[src/cpudp_pkg.sv]
// package of constants and carrier types for the cpu execution datapath
package cpudp_pkg;

    // data-space map
    localparam logic [15:0] CPUDP_IO_DIRECT_LAST = 16'h003F;
    localparam logic [15:0] CPUDP_IO_EXT_FIRST   = 16'h0040;
    localparam logic [15:0] CPUDP_IO_LAST        = 16'h0FFF;
    localparam logic [15:0] CPUDP_NVM_FIRST      = 16'h1000;
    localparam logic [15:0] CPUDP_NVM_LAST       = 16'h1FFF;
    localparam logic [15:0] CPUDP_SRAM_FIRST     = 16'h2000;

    // timing counts in cpu cycles
    localparam int CPUDP_MUL_CYCLES     = 2;
    localparam int CPUDP_SRAM_RD_CYCLES = 2;

    // pointer pair base indices (low byte register)
    localparam logic [4:0] CPUDP_PTR_X = 5'h1A;
    localparam logic [4:0] CPUDP_PTR_Y = 5'h1C;
    localparam logic [4:0] CPUDP_PTR_Z = 5'h1E;

    // status flag positions
    localparam int CPUDP_FLAG_C = 0;
    localparam int CPUDP_FLAG_Z = 1;
    localparam int CPUDP_FLAG_N = 2;
    localparam int CPUDP_FLAG_V = 3;
    localparam int CPUDP_FLAG_S = 4;
    localparam int CPUDP_FLAG_H = 5;
    localparam logic [7:0] CPUDP_FLAGS_RST = 8'h00;

    // alu operation codes
    typedef enum logic [4:0] {
        CPUDP_OP_ADD  = 5'h00, CPUDP_OP_ADC  = 5'h01, CPUDP_OP_SUB  = 5'h02,
        CPUDP_OP_SBC  = 5'h03, CPUDP_OP_AND  = 5'h04, CPUDP_OP_OR   = 5'h05,
        CPUDP_OP_XOR  = 5'h06, CPUDP_OP_MOV  = 5'h07, CPUDP_OP_COM  = 5'h08,
        CPUDP_OP_NEG  = 5'h09, CPUDP_OP_INC  = 5'h0A, CPUDP_OP_DEC  = 5'h0B,
        CPUDP_OP_LSR  = 5'h0C, CPUDP_OP_ASR  = 5'h0D, CPUDP_OP_ROR  = 5'h0E,
        CPUDP_OP_SWAP = 5'h0F, CPUDP_OP_BSET = 5'h10, CPUDP_OP_BCLR = 5'h11,
        CPUDP_OP_ADIW = 5'h12, CPUDP_OP_SBIW = 5'h13, CPUDP_OP_CP   = 5'h14
    } cpudp_op_t;

    // multiplier operand interpretations
    typedef enum logic [2:0] {
        CPUDP_MUL_UU  = 3'h0, CPUDP_MUL_SS  = 3'h1, CPUDP_MUL_SU  = 3'h2,
        CPUDP_MUL_FUU = 3'h3, CPUDP_MUL_FSS = 3'h4, CPUDP_MUL_FSU = 3'h5
    } cpudp_mul_t;

    // data-space region
    typedef enum logic [1:0] {
        CPUDP_REG_IO = 2'h0, CPUDP_REG_NVM = 2'h1, CPUDP_REG_SRAM = 2'h2
    } cpudp_region_t;

    // one alu request from decode
    typedef struct packed {
        logic       valid;
        cpudp_op_t  op;
        logic [4:0] rd;
        logic [4:0] rr;
        logic       use_imm;
        logic [7:0] imm;
        logic [2:0] bit_sel;
    } cpudp_alu_req_t;

    // one multiply request
    typedef struct packed {
        logic       valid;
        cpudp_mul_t kind;
        logic [4:0] rd;
        logic [4:0] rr;
    } cpudp_mul_req_t;

    // one data-space access
    typedef struct packed {
        logic        valid;
        logic        write;
        logic        direct_io;
        logic [15:0] addr;
        logic [4:0]  reg_idx;
    } cpudp_mem_req_t;

    // state machine of the multi-cycle unit
    typedef enum logic [2:0] {
        CPUDP_S_IDLE = 3'b001, CPUDP_S_MUL = 3'b010, CPUDP_S_RD = 3'b100
    } cpudp_state_t;

endpackage

[src/cpudp_core.sv]
// execution datapath: alu, flags, multiplier and data-space decoding
`timescale 1ns/1ps
// Summary of operation
// RULE_01 - alu ops: register, immediate, single register
// RULE_02 - thirty-two byte registers, one-cycle access
// RULE_03 - six registers form three 16-bit pointers
// RULE_04 - arithmetic finishes in one cycle, written back
// RULE_05 - status flags updated after each operation
// RULE_06 - arithmetic, logic, bit classes; 8/16-bit math
// RULE_07 - multiplier: two bytes give 16-bit product
// RULE_08 - six signed/unsigned integer/fractional multiply kinds
// RULE_09 - multiply result available two cycles after issue
// RULE_10 - low 4KB is io; 0x00-0x3F direct
// RULE_11 - 0x0040-0x0FFF reachable only by load/store
// RULE_12 - 0x1000-0x1FFF reserved for nonvolatile window
// RULE_13 - sram begins at address 0x2000
// RULE_14 - no instruction fetch from sram
// RULE_15 - data and program spaces decoded separately
// RULE_16 - self program store only from boot section
// RULE_17 - fractional products shifted left one bit
// RULE_18 - io one cycle; sram write one, read two
module cpudp_core
    import cpudp_pkg::*;
#(
    parameter int          PROG_AW   = 16,
    parameter logic [15:0] BOOT_BASE = 16'hF000
) (
    // clock and reset
    input  wire logic                 CLK,
    input  wire logic                 RST,
    // alu request from decode
    input  cpudp_alu_req_t            ALU_REQ,
    // multiply request
    input  cpudp_mul_req_t            MUL_REQ,
    output logic                      MUL_BUSY,
    output logic                      MUL_DONE,
    output logic [15:0]               MUL_PRODUCT,
    // data-space access
    input  cpudp_mem_req_t            MEM_REQ,
    input  wire logic [7:0]           MEM_RDATA,
    output logic                      MEM_READY,
    output logic                      MEM_FAULT,
    output logic                      SEL_IO,
    output logic                      SEL_NVM,
    output logic                      SEL_SRAM,
    output logic [15:0]               MEM_ADDR,
    output logic                      MEM_WE,
    output logic [7:0]                MEM_WDATA,
    // pointer readout
    input  wire logic [1:0]           PTR_SEL,
    output logic [15:0]               PTR_VALUE,
    // program space
    input  wire logic [PROG_AW-1:0]   FETCH_ADDR,
    input  wire logic                 FETCH_FROM_DATA,
    output logic                      FETCH_OK,
    input  wire logic                 SPM_REQ,
    input  wire logic [PROG_AW-1:0]   SPM_PC,
    output logic                      SPM_GRANT,
    // flags and result
    output logic [7:0]                FLAGS,
    output logic [7:0]                ALU_RESULT
);

    typedef struct packed {
        cpudp_state_t st;
        logic [7:0]   flags;
        logic [7:0]   result;
        logic [15:0]  prod;
        logic         mul_done;
        logic         spm_grant;
    } cpudp_core_state_t;

    cpudp_core_state_t s_q;
    cpudp_core_state_t s_d;

    logic [7:0]  rd_v;
    logic [7:0]  rr_v;
    logic        we0;
    logic [4:0]  wa0;
    logic [7:0]  wd0;
    logic        we1;
    logic [4:0]  wa1;
    logic [7:0]  wd1;
    logic [4:0]  ptr_idx;
    logic [7:0]  b_v;
    logic [8:0]  sum;
    logic [15:0] word_in;
    logic [16:0] word_out;
    logic [7:0]  res;
    logic [7:0]  fl;
    logic        wr_res;
    logic        is_word;
    cpudp_region_t region;
    logic        io_ok;

    // region decode, used for every data-space access
    function automatic cpudp_region_t cpudp_decode(input logic [15:0] a);
        if (a <= CPUDP_IO_LAST) begin
            return CPUDP_REG_IO;                          // see RULE_10
        end else if (a >= CPUDP_NVM_FIRST && a <= CPUDP_NVM_LAST) begin
            return CPUDP_REG_NVM;                         // see RULE_12
        end else begin
            return CPUDP_REG_SRAM;                        // see RULE_13
        end
    endfunction

    // signed/unsigned/fractional multiply of two bytes
    function automatic logic [15:0] cpudp_mul(input cpudp_mul_t k,
                                             input logic [7:0] a,
                                             input logic [7:0] b);
        logic signed [17:0] p;
        logic               sa;
        logic               sb;
        p  = '0;
        sa = (k == CPUDP_MUL_SS) || (k == CPUDP_MUL_SU) ||
             (k == CPUDP_MUL_FSS) || (k == CPUDP_MUL_FSU);
        sb = (k == CPUDP_MUL_SS) || (k == CPUDP_MUL_FSS);
        p  = $signed({sa & a[7], a}) * $signed({sb & b[7], b});  // see RULE_07, RULE_08
        if (k == CPUDP_MUL_FUU || k == CPUDP_MUL_FSS || k == CPUDP_MUL_FSU) begin
            return {p[14:0], 1'b0};                       // see RULE_17
        end
        return p[15:0];
    endfunction

    // three 16-bit pointers from the top six registers
    always_comb begin
        unique case (PTR_SEL)
            2'h0:    ptr_idx = CPUDP_PTR_X;               // see RULE_03
            2'h1:    ptr_idx = CPUDP_PTR_Y;
            default: ptr_idx = CPUDP_PTR_Z;
        endcase
    end

    cpudp_regfile #(
        .NREG (32)
    ) u_rf (
        .clk (CLK),
        .rst (RST),
        .ra  (ALU_REQ.valid ? ALU_REQ.rd : (MUL_REQ.valid ? MUL_REQ.rd : MEM_REQ.reg_idx)),
        .rb  (!ALU_REQ.valid ? MUL_REQ.rr : ALU_REQ.op inside {CPUDP_OP_ADIW, CPUDP_OP_SBIW}
              ? ALU_REQ.rd + 5'h01 : ALU_REQ.rr),  // word ops read rd+1
        .da  (rd_v),
        .db  (rr_v),
        .we0 (we0),
        .wa0 (wa0),
        .wd0 (wd0),
        .we1 (we1),
        .wa1 (wa1),
        .wd1 (wd1),
        .pa  (ptr_idx),
        .pd  (PTR_VALUE)
    );

    // alu: one-cycle compute, flags and write back
    always_comb begin
        b_v      = ALU_REQ.use_imm ? ALU_REQ.imm : rr_v;  // see RULE_01
        sum      = '0;
        word_in  = {rr_v, rd_v};
        word_out = '0;
        res      = rd_v;
        fl       = s_q.flags;
        wr_res   = 1'b1;
        is_word  = 1'b0;
        unique case (ALU_REQ.op)
            CPUDP_OP_ADD, CPUDP_OP_ADC: begin
                sum = {1'b0, rd_v} + {1'b0, b_v}
                      + {8'h00, ALU_REQ.op == CPUDP_OP_ADC && s_q.flags[CPUDP_FLAG_C]};
                res = sum[7:0];
                fl[CPUDP_FLAG_C] = sum[8];
                fl[CPUDP_FLAG_H] = (rd_v[3] & b_v[3]) | (b_v[3] & ~res[3]) | (~res[3] & rd_v[3]);
                fl[CPUDP_FLAG_V] = (rd_v[7] == b_v[7]) && (res[7] != rd_v[7]);
            end
            CPUDP_OP_SUB, CPUDP_OP_SBC, CPUDP_OP_CP, CPUDP_OP_NEG: begin
                if (ALU_REQ.op == CPUDP_OP_NEG) begin
                    sum = 9'h000 - {1'b0, rd_v};
                end else begin
                    sum = {1'b0, rd_v} - {1'b0, b_v}
                          - {8'h00, ALU_REQ.op == CPUDP_OP_SBC && s_q.flags[CPUDP_FLAG_C]};
                end
                res = sum[7:0];
                wr_res = (ALU_REQ.op != CPUDP_OP_CP);
                fl[CPUDP_FLAG_C] = sum[8];
                fl[CPUDP_FLAG_H] = (~rd_v[3] & b_v[3]) | (b_v[3] & res[3]) | (res[3] & ~rd_v[3]);
                fl[CPUDP_FLAG_V] = (rd_v[7] != b_v[7]) && (res[7] != rd_v[7]);
            end
            CPUDP_OP_AND, CPUDP_OP_OR, CPUDP_OP_XOR, CPUDP_OP_COM: begin
                unique case (ALU_REQ.op)
                    CPUDP_OP_AND: res = rd_v & b_v;       // see RULE_06
                    CPUDP_OP_OR:  res = rd_v | b_v;
                    CPUDP_OP_XOR: res = rd_v ^ b_v;
                    default: begin
                        res = ~rd_v;
                        fl[CPUDP_FLAG_C] = 1'b1;
                    end
                endcase
                fl[CPUDP_FLAG_V] = 1'b0;
            end
            CPUDP_OP_MOV: res = b_v;
            CPUDP_OP_INC, CPUDP_OP_DEC: begin
                res = (ALU_REQ.op == CPUDP_OP_INC) ? rd_v + 8'h01 : rd_v - 8'h01;
                fl[CPUDP_FLAG_V] = (ALU_REQ.op == CPUDP_OP_INC) ? (rd_v == 8'h7F)
                                                               : (rd_v == 8'h80);
            end
            CPUDP_OP_LSR, CPUDP_OP_ASR, CPUDP_OP_ROR: begin
                unique case (ALU_REQ.op)
                    CPUDP_OP_LSR: res = {1'b0, rd_v[7:1]};
                    CPUDP_OP_ASR: res = {rd_v[7], rd_v[7:1]};
                    default:      res = {s_q.flags[CPUDP_FLAG_C], rd_v[7:1]};
                endcase
                fl[CPUDP_FLAG_C] = rd_v[0];
                fl[CPUDP_FLAG_V] = res[7] ^ rd_v[0];
            end
            CPUDP_OP_SWAP: res = {rd_v[3:0], rd_v[7:4]};
            CPUDP_OP_BSET, CPUDP_OP_BCLR: begin
                wr_res = 1'b0;                            // bit functions touch flags only
                fl[ALU_REQ.bit_sel] = (ALU_REQ.op == CPUDP_OP_BSET);
            end
            CPUDP_OP_ADIW, CPUDP_OP_SBIW: begin
                is_word = 1'b1;                           // see RULE_06
                word_out = (ALU_REQ.op == CPUDP_OP_ADIW)
                         ? {1'b0, word_in} + {11'h000, ALU_REQ.imm[5:0]}
                         : {1'b0, word_in} - {11'h000, ALU_REQ.imm[5:0]};
                res = word_out[7:0];
                fl[CPUDP_FLAG_C] = word_out[16];
                fl[CPUDP_FLAG_V] = (ALU_REQ.op == CPUDP_OP_ADIW)
                                 ? (~word_in[15] & word_out[15]) : (word_in[15] & ~word_out[15]);
            end
            default: wr_res = 1'b0;
        endcase
        // shared zero/negative/sign flags; bit ops leave them be
        if (ALU_REQ.op != CPUDP_OP_BSET && ALU_REQ.op != CPUDP_OP_BCLR
            && ALU_REQ.op != CPUDP_OP_MOV && ALU_REQ.op != CPUDP_OP_SWAP) begin
            fl[CPUDP_FLAG_Z] = is_word ? (word_out[15:0] == 16'h0000) : (res == 8'h00);
            fl[CPUDP_FLAG_N] = is_word ? word_out[15] : res[7];     // see RULE_05
            fl[CPUDP_FLAG_S] = fl[CPUDP_FLAG_N] ^ fl[CPUDP_FLAG_V];
        end
    end

    // address decode of the current access
    always_comb begin
        region = cpudp_decode(MEM_REQ.addr);
        // direct io form reaches only the lowest 64 locations
        io_ok  = !MEM_REQ.direct_io || (MEM_REQ.addr <= CPUDP_IO_DIRECT_LAST); // see RULE_11
    end

    // write-port steering: alu has priority, then multiply done, then loads
    always_comb begin
        we0 = 1'b0;
        wa0 = ALU_REQ.rd;
        wd0 = res;
        we1 = 1'b0;
        wa1 = ALU_REQ.rd + 5'h01;
        wd1 = word_out[15:8];
        if (ALU_REQ.valid && wr_res) begin
            we0 = 1'b1;                                   // see RULE_04, RULE_02
            we1 = is_word;
        end else if (s_q.mul_done) begin
            we0 = 1'b1;
            wa0 = 5'h00;                                  // product lands in r1:r0
            wd0 = s_q.prod[7:0];
            we1 = 1'b1;
            wa1 = 5'h01;
            wd1 = s_q.prod[15:8];
        end else if (MEM_READY && !MEM_REQ.write && !MEM_FAULT) begin
            we0 = 1'b1;
            wa0 = MEM_REQ.reg_idx;
            wd0 = MEM_RDATA;
        end
    end

    // next state: multiply timing, sram read wait, flags and grants
    always_comb begin
        s_d          = s_q;
        s_d.mul_done = 1'b0;
        if (ALU_REQ.valid) begin
            s_d.flags  = fl;                              // see RULE_05
            s_d.result = res;
        end
        s_d.spm_grant = SPM_REQ && (SPM_PC >= BOOT_BASE[PROG_AW-1:0]);  // see RULE_16
        unique case (s_q.st)
            CPUDP_S_IDLE: begin
                if (MUL_REQ.valid) begin
                    s_d.prod = cpudp_mul(MUL_REQ.kind, rd_v, rr_v);
                    s_d.st   = CPUDP_S_MUL;               // see RULE_09
                end else if (MEM_REQ.valid && !MEM_REQ.write && region == CPUDP_REG_SRAM) begin
                    s_d.st  = CPUDP_S_RD;                 // see RULE_18
                end
            end
            CPUDP_S_MUL: begin
                s_d.mul_done = 1'b1;
                s_d.st       = CPUDP_S_IDLE;
            end
            CPUDP_S_RD: s_d.st = CPUDP_S_IDLE;
            default:    s_d.st = CPUDP_S_IDLE;
        endcase
    end

    always_ff @(posedge CLK or posedge RST) begin
        if (RST) begin
            s_q <= '{st: CPUDP_S_IDLE, flags: CPUDP_FLAGS_RST, default: '0};
        end else begin
            s_q <= s_d;
        end
    end

    // data-space port: io and writes answer at once, sram reads one cycle later
    assign SEL_IO    = MEM_REQ.valid && region == CPUDP_REG_IO;
    assign SEL_NVM   = MEM_REQ.valid && region == CPUDP_REG_NVM;
    assign SEL_SRAM  = MEM_REQ.valid && region == CPUDP_REG_SRAM;
    assign MEM_ADDR  = MEM_REQ.addr;
    assign MEM_WE    = MEM_REQ.valid && MEM_REQ.write && io_ok;
    assign MEM_WDATA = rd_v;
    assign MEM_FAULT = MEM_REQ.valid && !io_ok;
    assign MEM_READY = MEM_REQ.valid && (MEM_REQ.write || region != CPUDP_REG_SRAM
                       || s_q.st == CPUDP_S_RD || !io_ok);          // see RULE_18

    // fetch only from program space, never from sram
    assign FETCH_OK = !FETCH_FROM_DATA && (FETCH_ADDR <= {PROG_AW{1'b1}});  // see RULE_14, RULE_15

    assign MUL_BUSY    = (s_q.st == CPUDP_S_MUL);
    assign MUL_DONE    = s_q.mul_done;
    assign MUL_PRODUCT = s_q.prod;
    assign SPM_GRANT   = s_q.spm_grant;
    assign FLAGS       = s_q.flags;
    assign ALU_RESULT  = s_q.result;

endmodule

[src/cpudp_regfile.sv]
// thirty-two by eight register file with two read ports and registered pointer read
`timescale 1ns/1ps
module cpudp_regfile
    import cpudp_pkg::*;
#(
    parameter int NREG = 32
) (
    // clock and reset
    input  wire logic                    clk,
    input  wire logic                    rst,
    // combinational operand reads
    input  wire logic [4:0]              ra,
    input  wire logic [4:0]              rb,
    output logic [7:0]                   da,
    output logic [7:0]                   db,
    // two write ports, port 1 writes rd+1 for word results
    input  wire logic                    we0,
    input  wire logic [4:0]              wa0,
    input  wire logic [7:0]              wd0,
    input  wire logic                    we1,
    input  wire logic [4:0]              wa1,
    input  wire logic [7:0]              wd1,
    // pointer view, registered
    input  wire logic [4:0]              pa,
    output logic [15:0]                  pd
);

    typedef struct packed {
        logic [NREG-1:0][7:0] r;
        logic [15:0]          pd;
    } cpudp_rf_state_t;

    cpudp_rf_state_t s_q;
    cpudp_rf_state_t s_d;

    // operands are read in the same cycle so one-cycle ops close in time
    assign da = s_q.r[ra];
    assign db = s_q.r[rb];
    assign pd = s_q.pd;

    // writes land at the edge; port 1 wins on a clash
    always_comb begin
        s_d = s_q;
        if (we0) begin
            s_d.r[wa0] = wd0;
        end
        if (we1) begin
            s_d.r[wa1] = wd1;
        end
        s_d.pd = {s_q.r[pa + 5'h01], s_q.r[pa]};
    end

    always_ff @(posedge clk or posedge rst) begin
        if (rst) begin
            s_q <= '0;
        end else begin
            s_q <= s_d;
        end
    end

endmodule

[config.mk]
export PLATFORM = sky130hd
export DESIGN_NAME = cpudp_core
export DESIGN_NICKNAME = d
export VERILOG_FILES = /design/src/cpudp_pkg.sv /design/src/cpudp_core.sv /design/src/cpudp_regfile.sv
export SDC_FILE = /design/constraint.sdc
export NUM_CORES = 2
export LEC_CHECK = 0
export ABC_AREA = 0
export ABC_CLOCK_PERIOD_IN_PS = 13340
export BUFFER_PORTS_ARGS = -buffer_cell sky130_fd_sc_hd__buf_2
export CORE_ASPECT_RATIO = 0.8
export CORE_MARGIN = 1
export CORE_UTILIZATION = 31
export CTS_BUF_LIST = sky130_fd_sc_hd__clkbuf_8
export CTS_CLUSTER_DIAMETER = 100
export DETAILED_ROUTE_END_ITERATION = 6
export SLEW_MARGIN = 15
export SYNTH_ARGS = -nofsm -noshare
export SYNTH_HDL_FRONTEND = slang
export SYNTH_HIERARCHICAL = 1
export SYNTH_SLANG_ARGS = --single-unit
[constraint.sdc]
create_clock -name CLK -period 13.34 [get_ports CLK]
set_input_delay 0.667 -clock CLK [delete_from_list [all_inputs] [get_ports CLK]]
set_output_delay 0.667 -clock CLK [all_outputs]
set_load 0.02 [all_outputs]
Word-level counts from Yosys, hierarchy flattened

Index checks and enable logic that the tools add are counted.

Bitwise operators: 24
Add/subtract/negate cells: 11
Equal/unequal tests: 45
Reduce and logical (&&, ||, !) cells: 63
Mux-type cells: 74
$mul: 1
Order comparisons: 16

Operators by type and width:

| cell                   | number |
|---|---|
| $bwmux W256            | 2 |
| $mux W256              | 2 |
| $bmux W8 S5            | 4 |
| $mux W8                | 14 |
| $demux W8 S5           | 2 |
| $pmux W8 S8            | 1 |
| $mux W16               | 3 |
| $mux W5                | 9 |
| $eq A5 B4 Y1 const B   | 8 |
| $lt A5 B6 Y1 const B   | 6 |
| $eq A5 B5 Y1 const B   | 5 |
| $logic_and A1 B1 Y1    | 25 |
| $pmux W8 S3            | 1 |
| $eq A5 B3 Y1 const B   | 4 |
| $mux W1                | 18 |
| $mux W9                | 2 |
| $add A16 B6 Y17        | 1 |
| $mux W17               | 1 |
| $sub A16 B6 Y17        | 1 |
| $ge A16 B13 Y1 const B | 1 |
| $ge A16 B16 Y1 const B | 1 |
| $le A16 B12 Y1 const B | 1 |
| $le A16 B13 Y1 const B | 1 |
| $le A16 B16 Y1 const B | 1 |
| 63 further kinds       | 120 |

Word-level logic and storage cells: 277
Output and inout port bits: 82
Input port bits: 112
Flip-flop bits (word level): 309

Depth between registers and ports, before layout

Depth after elaboration: 22
Gate-level depth with buffers: 34
Depth with buffers taken out: 29

By module

The synthesis kept the hierarchy.

By module, submodules not included:

| module        | cells an instance | instances | seq. area each (um^2) | area an instance (um^2) |
|---|---|---|---|---|
| cpudp_regfile | 1736              | 1         | 6806.5                | 20860.0 |
| cpudp_core    | 1185              | 1         | 927.1                 | 9345.2 |

Worst setup path after synthesis

Ideal clock, no wire load.

Path type: input to register
From: input ALU_REQ[25] in the netlist's numbering
To: register s_q, in the netlist MUL_PRODUCT[14]
Setup time: 0.135 ns
Path buffers: 6
Stages on the path: 32
Arrival time: 8.477 ns
Path slack: 4.728 ns
Data required time: 13.205 ns
Path through: buf_6 -> nor2_2 -> and3_1 -> clkbuf_1 -> clkbuf_1 -> nor2_1 -> a21oi_1 -> mux2_2 -> clkbuf_1 -> clkbuf_1 -> mux4_2 -> mux4_2 -> mux2_2 -> clkbuf_1 -> nand3b_1 -> nand2b_1 -> fa_1 -> fa_1 -> inv_1 -> fa_1 -> fa_1 -> inv_1 -> fa_1 -> inv_1 -> ha_1 -> nor2b_1 -> o21a_1 -> o41ai_1 -> o21ai_0 -> xor2_1 -> mux2i_1 -> o21ai_0

Word-level cells in the longest chain between the ends: 10
Elaborated cells on any way between the ends: 11
Those cells by class: mul: 1; eq/ne: 2; mux: 6; bitwise: 1; reduce/logical: 1

Ends and longest elaborated chain:

| element                           | line                | source |
|---|---|---|
| start: declaration                | cpudp_core.sv:32    | `input cpudp_alu_req_t ALU_REQ,` |
| $eq A5 B5 Y1                      | cpudp_core.sv:140   | `.rb (!ALU_REQ.valid ? MUL_REQ.rr : ALU_REQ.op inside {CPUDP_OP_ADIW, CPUDP_OP_SBIW}` |
| $reduce_bool A2 Y1 (*)            | cpudp_core.sv:140   |  |
| $mux W5 (*)                       | cpudp_core.sv:141   | `? ALU_REQ.rd + 5'h01 : ALU_REQ.rr),` |
| $mux W5 (*)                       | cpudp_core.sv:140   |  |
| $bmux W8 S5 (*)                   | cpudp_regfile.sv:38 | `assign db = s_q.r[rb];` |
| $mux W8 (not written as such) (*) | cpudp_regfile.sv:38 |  |
| named net rr_v[7]                 | cpudp_core.sv:77    | `logic [7:0] rr_v;` |
| $and A1 B1 Y1                     | cpudp_core.sv:118   | `p = $signed({sa & a[7], a}) * $signed({sb & b[7], b});` |
| $mul A9 B9 Y16 (*)                | cpudp_core.sv:118   |  |
| $mux W16                          | cpudp_core.sv:119   | `if (k == CPUDP_MUL_FUU \|\| k == CPUDP_MUL_FSS \|\| k == CPUDP_MUL_FSU) begin` |
| $mux W16 (*)                      | cpudp_core.sv:122   | `return p[15:0];` |
| end signal: assignment            | cpudp_core.sv:300   | `s_q <= '{st: CPUDP_S_IDLE, flags: CPUDP_FLAGS_RST, default: '0};` |
| end signal: assignment            | cpudp_core.sv:302   | `s_q <= s_d;` |
| end: declaration                  | cpudp_core.sv:73    | `cpudp_core_state_t s_q;` |

The timed path passes the listed nets; every way through them passes the cells marked *. The select of a mux whose other input is x is not followed.
A chain may end at the register's enable or synchronous reset.

Worst setup path in the final report

From: input ALU_REQ[25] in the netlist's numbering
To: register s_q, in the netlist MUL_PRODUCT[15]

Same word-level chain as after synthesis.

==> results by group <==
Outcome
  • Status: completed

STA
  • Skew final: ~66 ps
  • Achievable Freq: 110 MHz
  • Max_slew headroom: between 10% and 20%
  • Hold Fails Final Rpt: 0
  • RSZ-0062 raised after global routing: false
  • Sum Neg Setup Slack: 0 ps
  • Worst slew pin tran: 1240 ps
  • Final period util: 68.4%
  • Final setup vio count: 0
  • Fin. max-slew vios: 0
  • Crit path time final: ~9100 ps

Synth
  • Synth top area cells: dfrtp_1 (26%), mux4_2 (23%), mux2i_1 (9.9%)
  • Number of flops mapped to enable cells by yosys: 0
  • Ys flop type: dfrtp_1
  • Synthesized area per cell: 10.3 µm²
  • Xor-xnor portion of the synthesized cell area: around 1.9%
  • Yosys top cell area share: between 20 and 30%
  • Post-Synth Simple-Gate Area: approximately an eighth
  • Mapped Cells: 2,921
  • Post-Syn Area: 0.0302 mm²
  • Compound-Gate Fraction of Synth Area: 10.8%
  • Yosys cell types: 87
  • Count leader, synth: dfrtp_1
  • Synth Register Bits: just over 300
  • Commonest cells in the synthesized netlist: dfrtp_1 (308), mux4_2 (304), mux2i_1 (300)
  • Syn. warnings: 6
  • Largest family of logic cells by synthesized area: multiplexers
  • Post-synthesis mux area share: between 30% and 40%
  • Cell accounting for the most synthesized area: dfrtp_1
  • Synth Area in Adders: 8.44%
  • Post-synthesis sequential area ratio: 25.6%
  • Fraction of registers with async set/reset: 100%

Clock tree
  • Post-CTS Hold Buffers: 0
  • Total CTS buffers: between 50 and 60
  • CTS max path bufs: 3
  • CTS Root Cell: clkbuf_8
  • CTS H-Tree Depth: 2
  • Post-cts resize count: 0
  • Sinks on Clock Net: between 300 and 400
  • Clk Latency, worst-skew pair: 720 ps
  • Setup Fix Bufs, Post-CTS: 0
  • Clock tree from TritonCTS: done
  • Clk slew on worst S/H paths: roughly 70 ps

Detailed routing
  • Avg WL per Cell: 26.3 µm
  • DR DRC count: 0
  • DR vias/cell: between 5 and 6
  • Post-DRT Antenna Nets: 0
  • DR iter-0 viols: around 3,600
  • Via Count: 25,224
  • 1st-pass router iterations: 6
  • Final WL: roughly 110,000 µm

Flow run
  • Max-cap violations: 0

Placed design
  • Routability cong.: between 1 and 1.5
  • PortBufs: about 150
  • Hpwl dp: between 70,000 and 80,000 µm

Floorplan
  • Die Wd: about 350 µm
  • Core outline area: 0.0966 mm²
  • Row count: between 100 and 150
  • Starting density of the core: 31.3%
  • Top Ports: 194
  • Die H: about 280 µm
  • Die Area: between 0.09 and 0.1 mm²

Worst setup path
  • Crit-path slowest cell: buf_4
  • Crit Path Class: in -> reg
  • CP endpoint kind: flop
  • Max stage delay on crit path: 710 ps
  • Critical Path AT: about 9600 ps
  • Critical Path RT: between 10,000 and 15,000 ps
  • CP Launch Type: primary input
  • Worst-path maximum fanout: 45
  • Reg2reg path depth: 22
  • Cell mode on critical path: fa_1

Global routing
  • Vias in the first global route: roughly 23,000
  • Largest net degree at the start of global routing: approximately 140
  • GRT Residual Overflow: 0
  • All-Layer GR Usage: 22.4%
  • First-pass GRT wire length: approximately 160,000 µm
  • Antenna violations before repair: 3

Cells and area
  • FILL cells: between 9,000 and 10,000
  • Synth-to-Final Area Change: 9.57%
  • Layout Utilization: roughly a third
  • Share of layout cells above drive strength 1: roughly 25%
  • Nets: between 3,000 and 4,000

Power
  • Final total power: 7.19 mW
  • Internal power: 3.84 mW
  • Clk pwr share: 16.5%
  • Switching fraction of total power: 46.7%
  • NetSw: about 3.4 mW
  • Combinational power share: between 50% and 60%
  • Reg power frac: about 26%
  • Peak VDD IR: just over 90 µV
  • Leak: 14.4 nW
  • Power density cells: between 200 and 250 mW/mm²

Hold path
  • Worst hold path type: in -> async
metal layers:
metal / track usage [%] / vias up / wire length [µm]
met5: 0 / - / 0
met4: 7.03 / 0 / 3610
met3: 9.62 / 193 / 16500
met2: 31.1 / 1673 / 46700
met1: 31.1 / 12656 / 45200
li1: - / 10702 / -
through the flow:
stage          instance area, µm²  instances  hold WS [ps]  worst slack (ps)
3_5_place_dp                31600       4146           460              3720
4_1_cts                     33100       4250          87.7              4400
2_1_floorplan               30300       2935           457              4730
5_1_grt                     33100       4251           118              3770
3_3_place_gp                31600       4146           456              3720
6_report                    33100       4251          54.4              4220
power groups by stage:
stage,sequential [mW],combinational (mW),clock (mW)
global placement,1.79,3.96,0
global route,1.90,4.44,1.24
floorplan,1.63,2.97,0
CTS,1.81,4.03,1.20
detailed placement,1.83,4.01,0
finish,1.85,4.15,1.19
critical path, delay by kind of cell:
kind            cells  cell delay (ps)
simple gates        6             1550
mux                 5             2160
buf+inv             5             1110
xor+xnor            1              180
fa+ha+maj           6             2840
compound gates      5              980
state kept, by name (all words and copies together), names as in the netlist:
signal       flops
MUL_PRODUCT     16
FLAGS            8
ALU_RESULT       8
u_rf/s_q       256
MUL_DONE         1
u_rf/pd         16
s_q              3
SPM_GRANT        1
logic make-up (layout without fill, tap and decap cells):
family	count (synthesis)	in the layout
xor gates and xnor gates	63	63
buffers and inverters	415	430
adders and majority gates	163	163
DFF	309	309
other	2	17
muxes	662	662
AOI/OAI and AO/OA	552	552
and+or+nand+nor	755	755
placed cells by master (no fill, tap or decap), types with 25 or more instances in the layout:
cell type | synthesis | final
a21oi_1 | 185 | 184
and2_1 | 41 | 41
buf_2 | 16 | 153
buf_4 | 91 | 47
clkbuf_8 | 0 | 71
dfrtp_1 | 308 | 308
fa_1 | 68 | 68
ha_1 | 95 | 94
inv_1 | 125 | 133
mux2_2 | 58 | 58
mux2i_1 | 300 | 299
mux4_2 | 304 | 304
nand2_1 | 272 | 272
nand3_1 | 25 | 25
nor2_1 | 227 | 222
nor3_1 | 33 | 33
o21ai_0 | 200 | 181
xnor2_1 | 37 | 37
final cells by class:
type | instances | area (µm²) | area share [%]
Timing Repair Buffer | 201 | 1140 | 3.44
Inverter | 125 | 477 | 1.44
Sequential cell | 309 | 7730 | 23.4
Clock buffer | 71 | 977 | 2.95
Tap cell | 1300 | 1630 | 4.91
Antenna cell | 1 | 2.50 | 0.00756
Multi-Input combinational cell | 2211 | 20700 | 62.5
Clock inverter | 33 | 463 | 1.40
worst paths after layout:
path	startpoint	endpoint	slack, ps
worst max-delay path	ALU_REQ[25]	MUL_PRODUCT[15]$_DFFE_PP0P_	4220
worst min-delay path	RST	u_rf/s_q[17]$_DFF_PP0_	50
worst max register to register	u_rf/s_q[264]$_DFF_PP0_	MUL_PRODUCT[15]$_DFFE_PP0P_	5940
worst min register to register	s_q[36]$_DFFE_PP0P_	MUL_DONE$_DFF_PP0_	480
max in group asynchronous	RST	u_rf/s_q[222]$_DFF_PP0_	10990
min in group CLK	MEM_REQ[22]	s_q[36]$_DFFE_PP0P_	210
No activity file was read; power rests on OpenSTA's default activity.
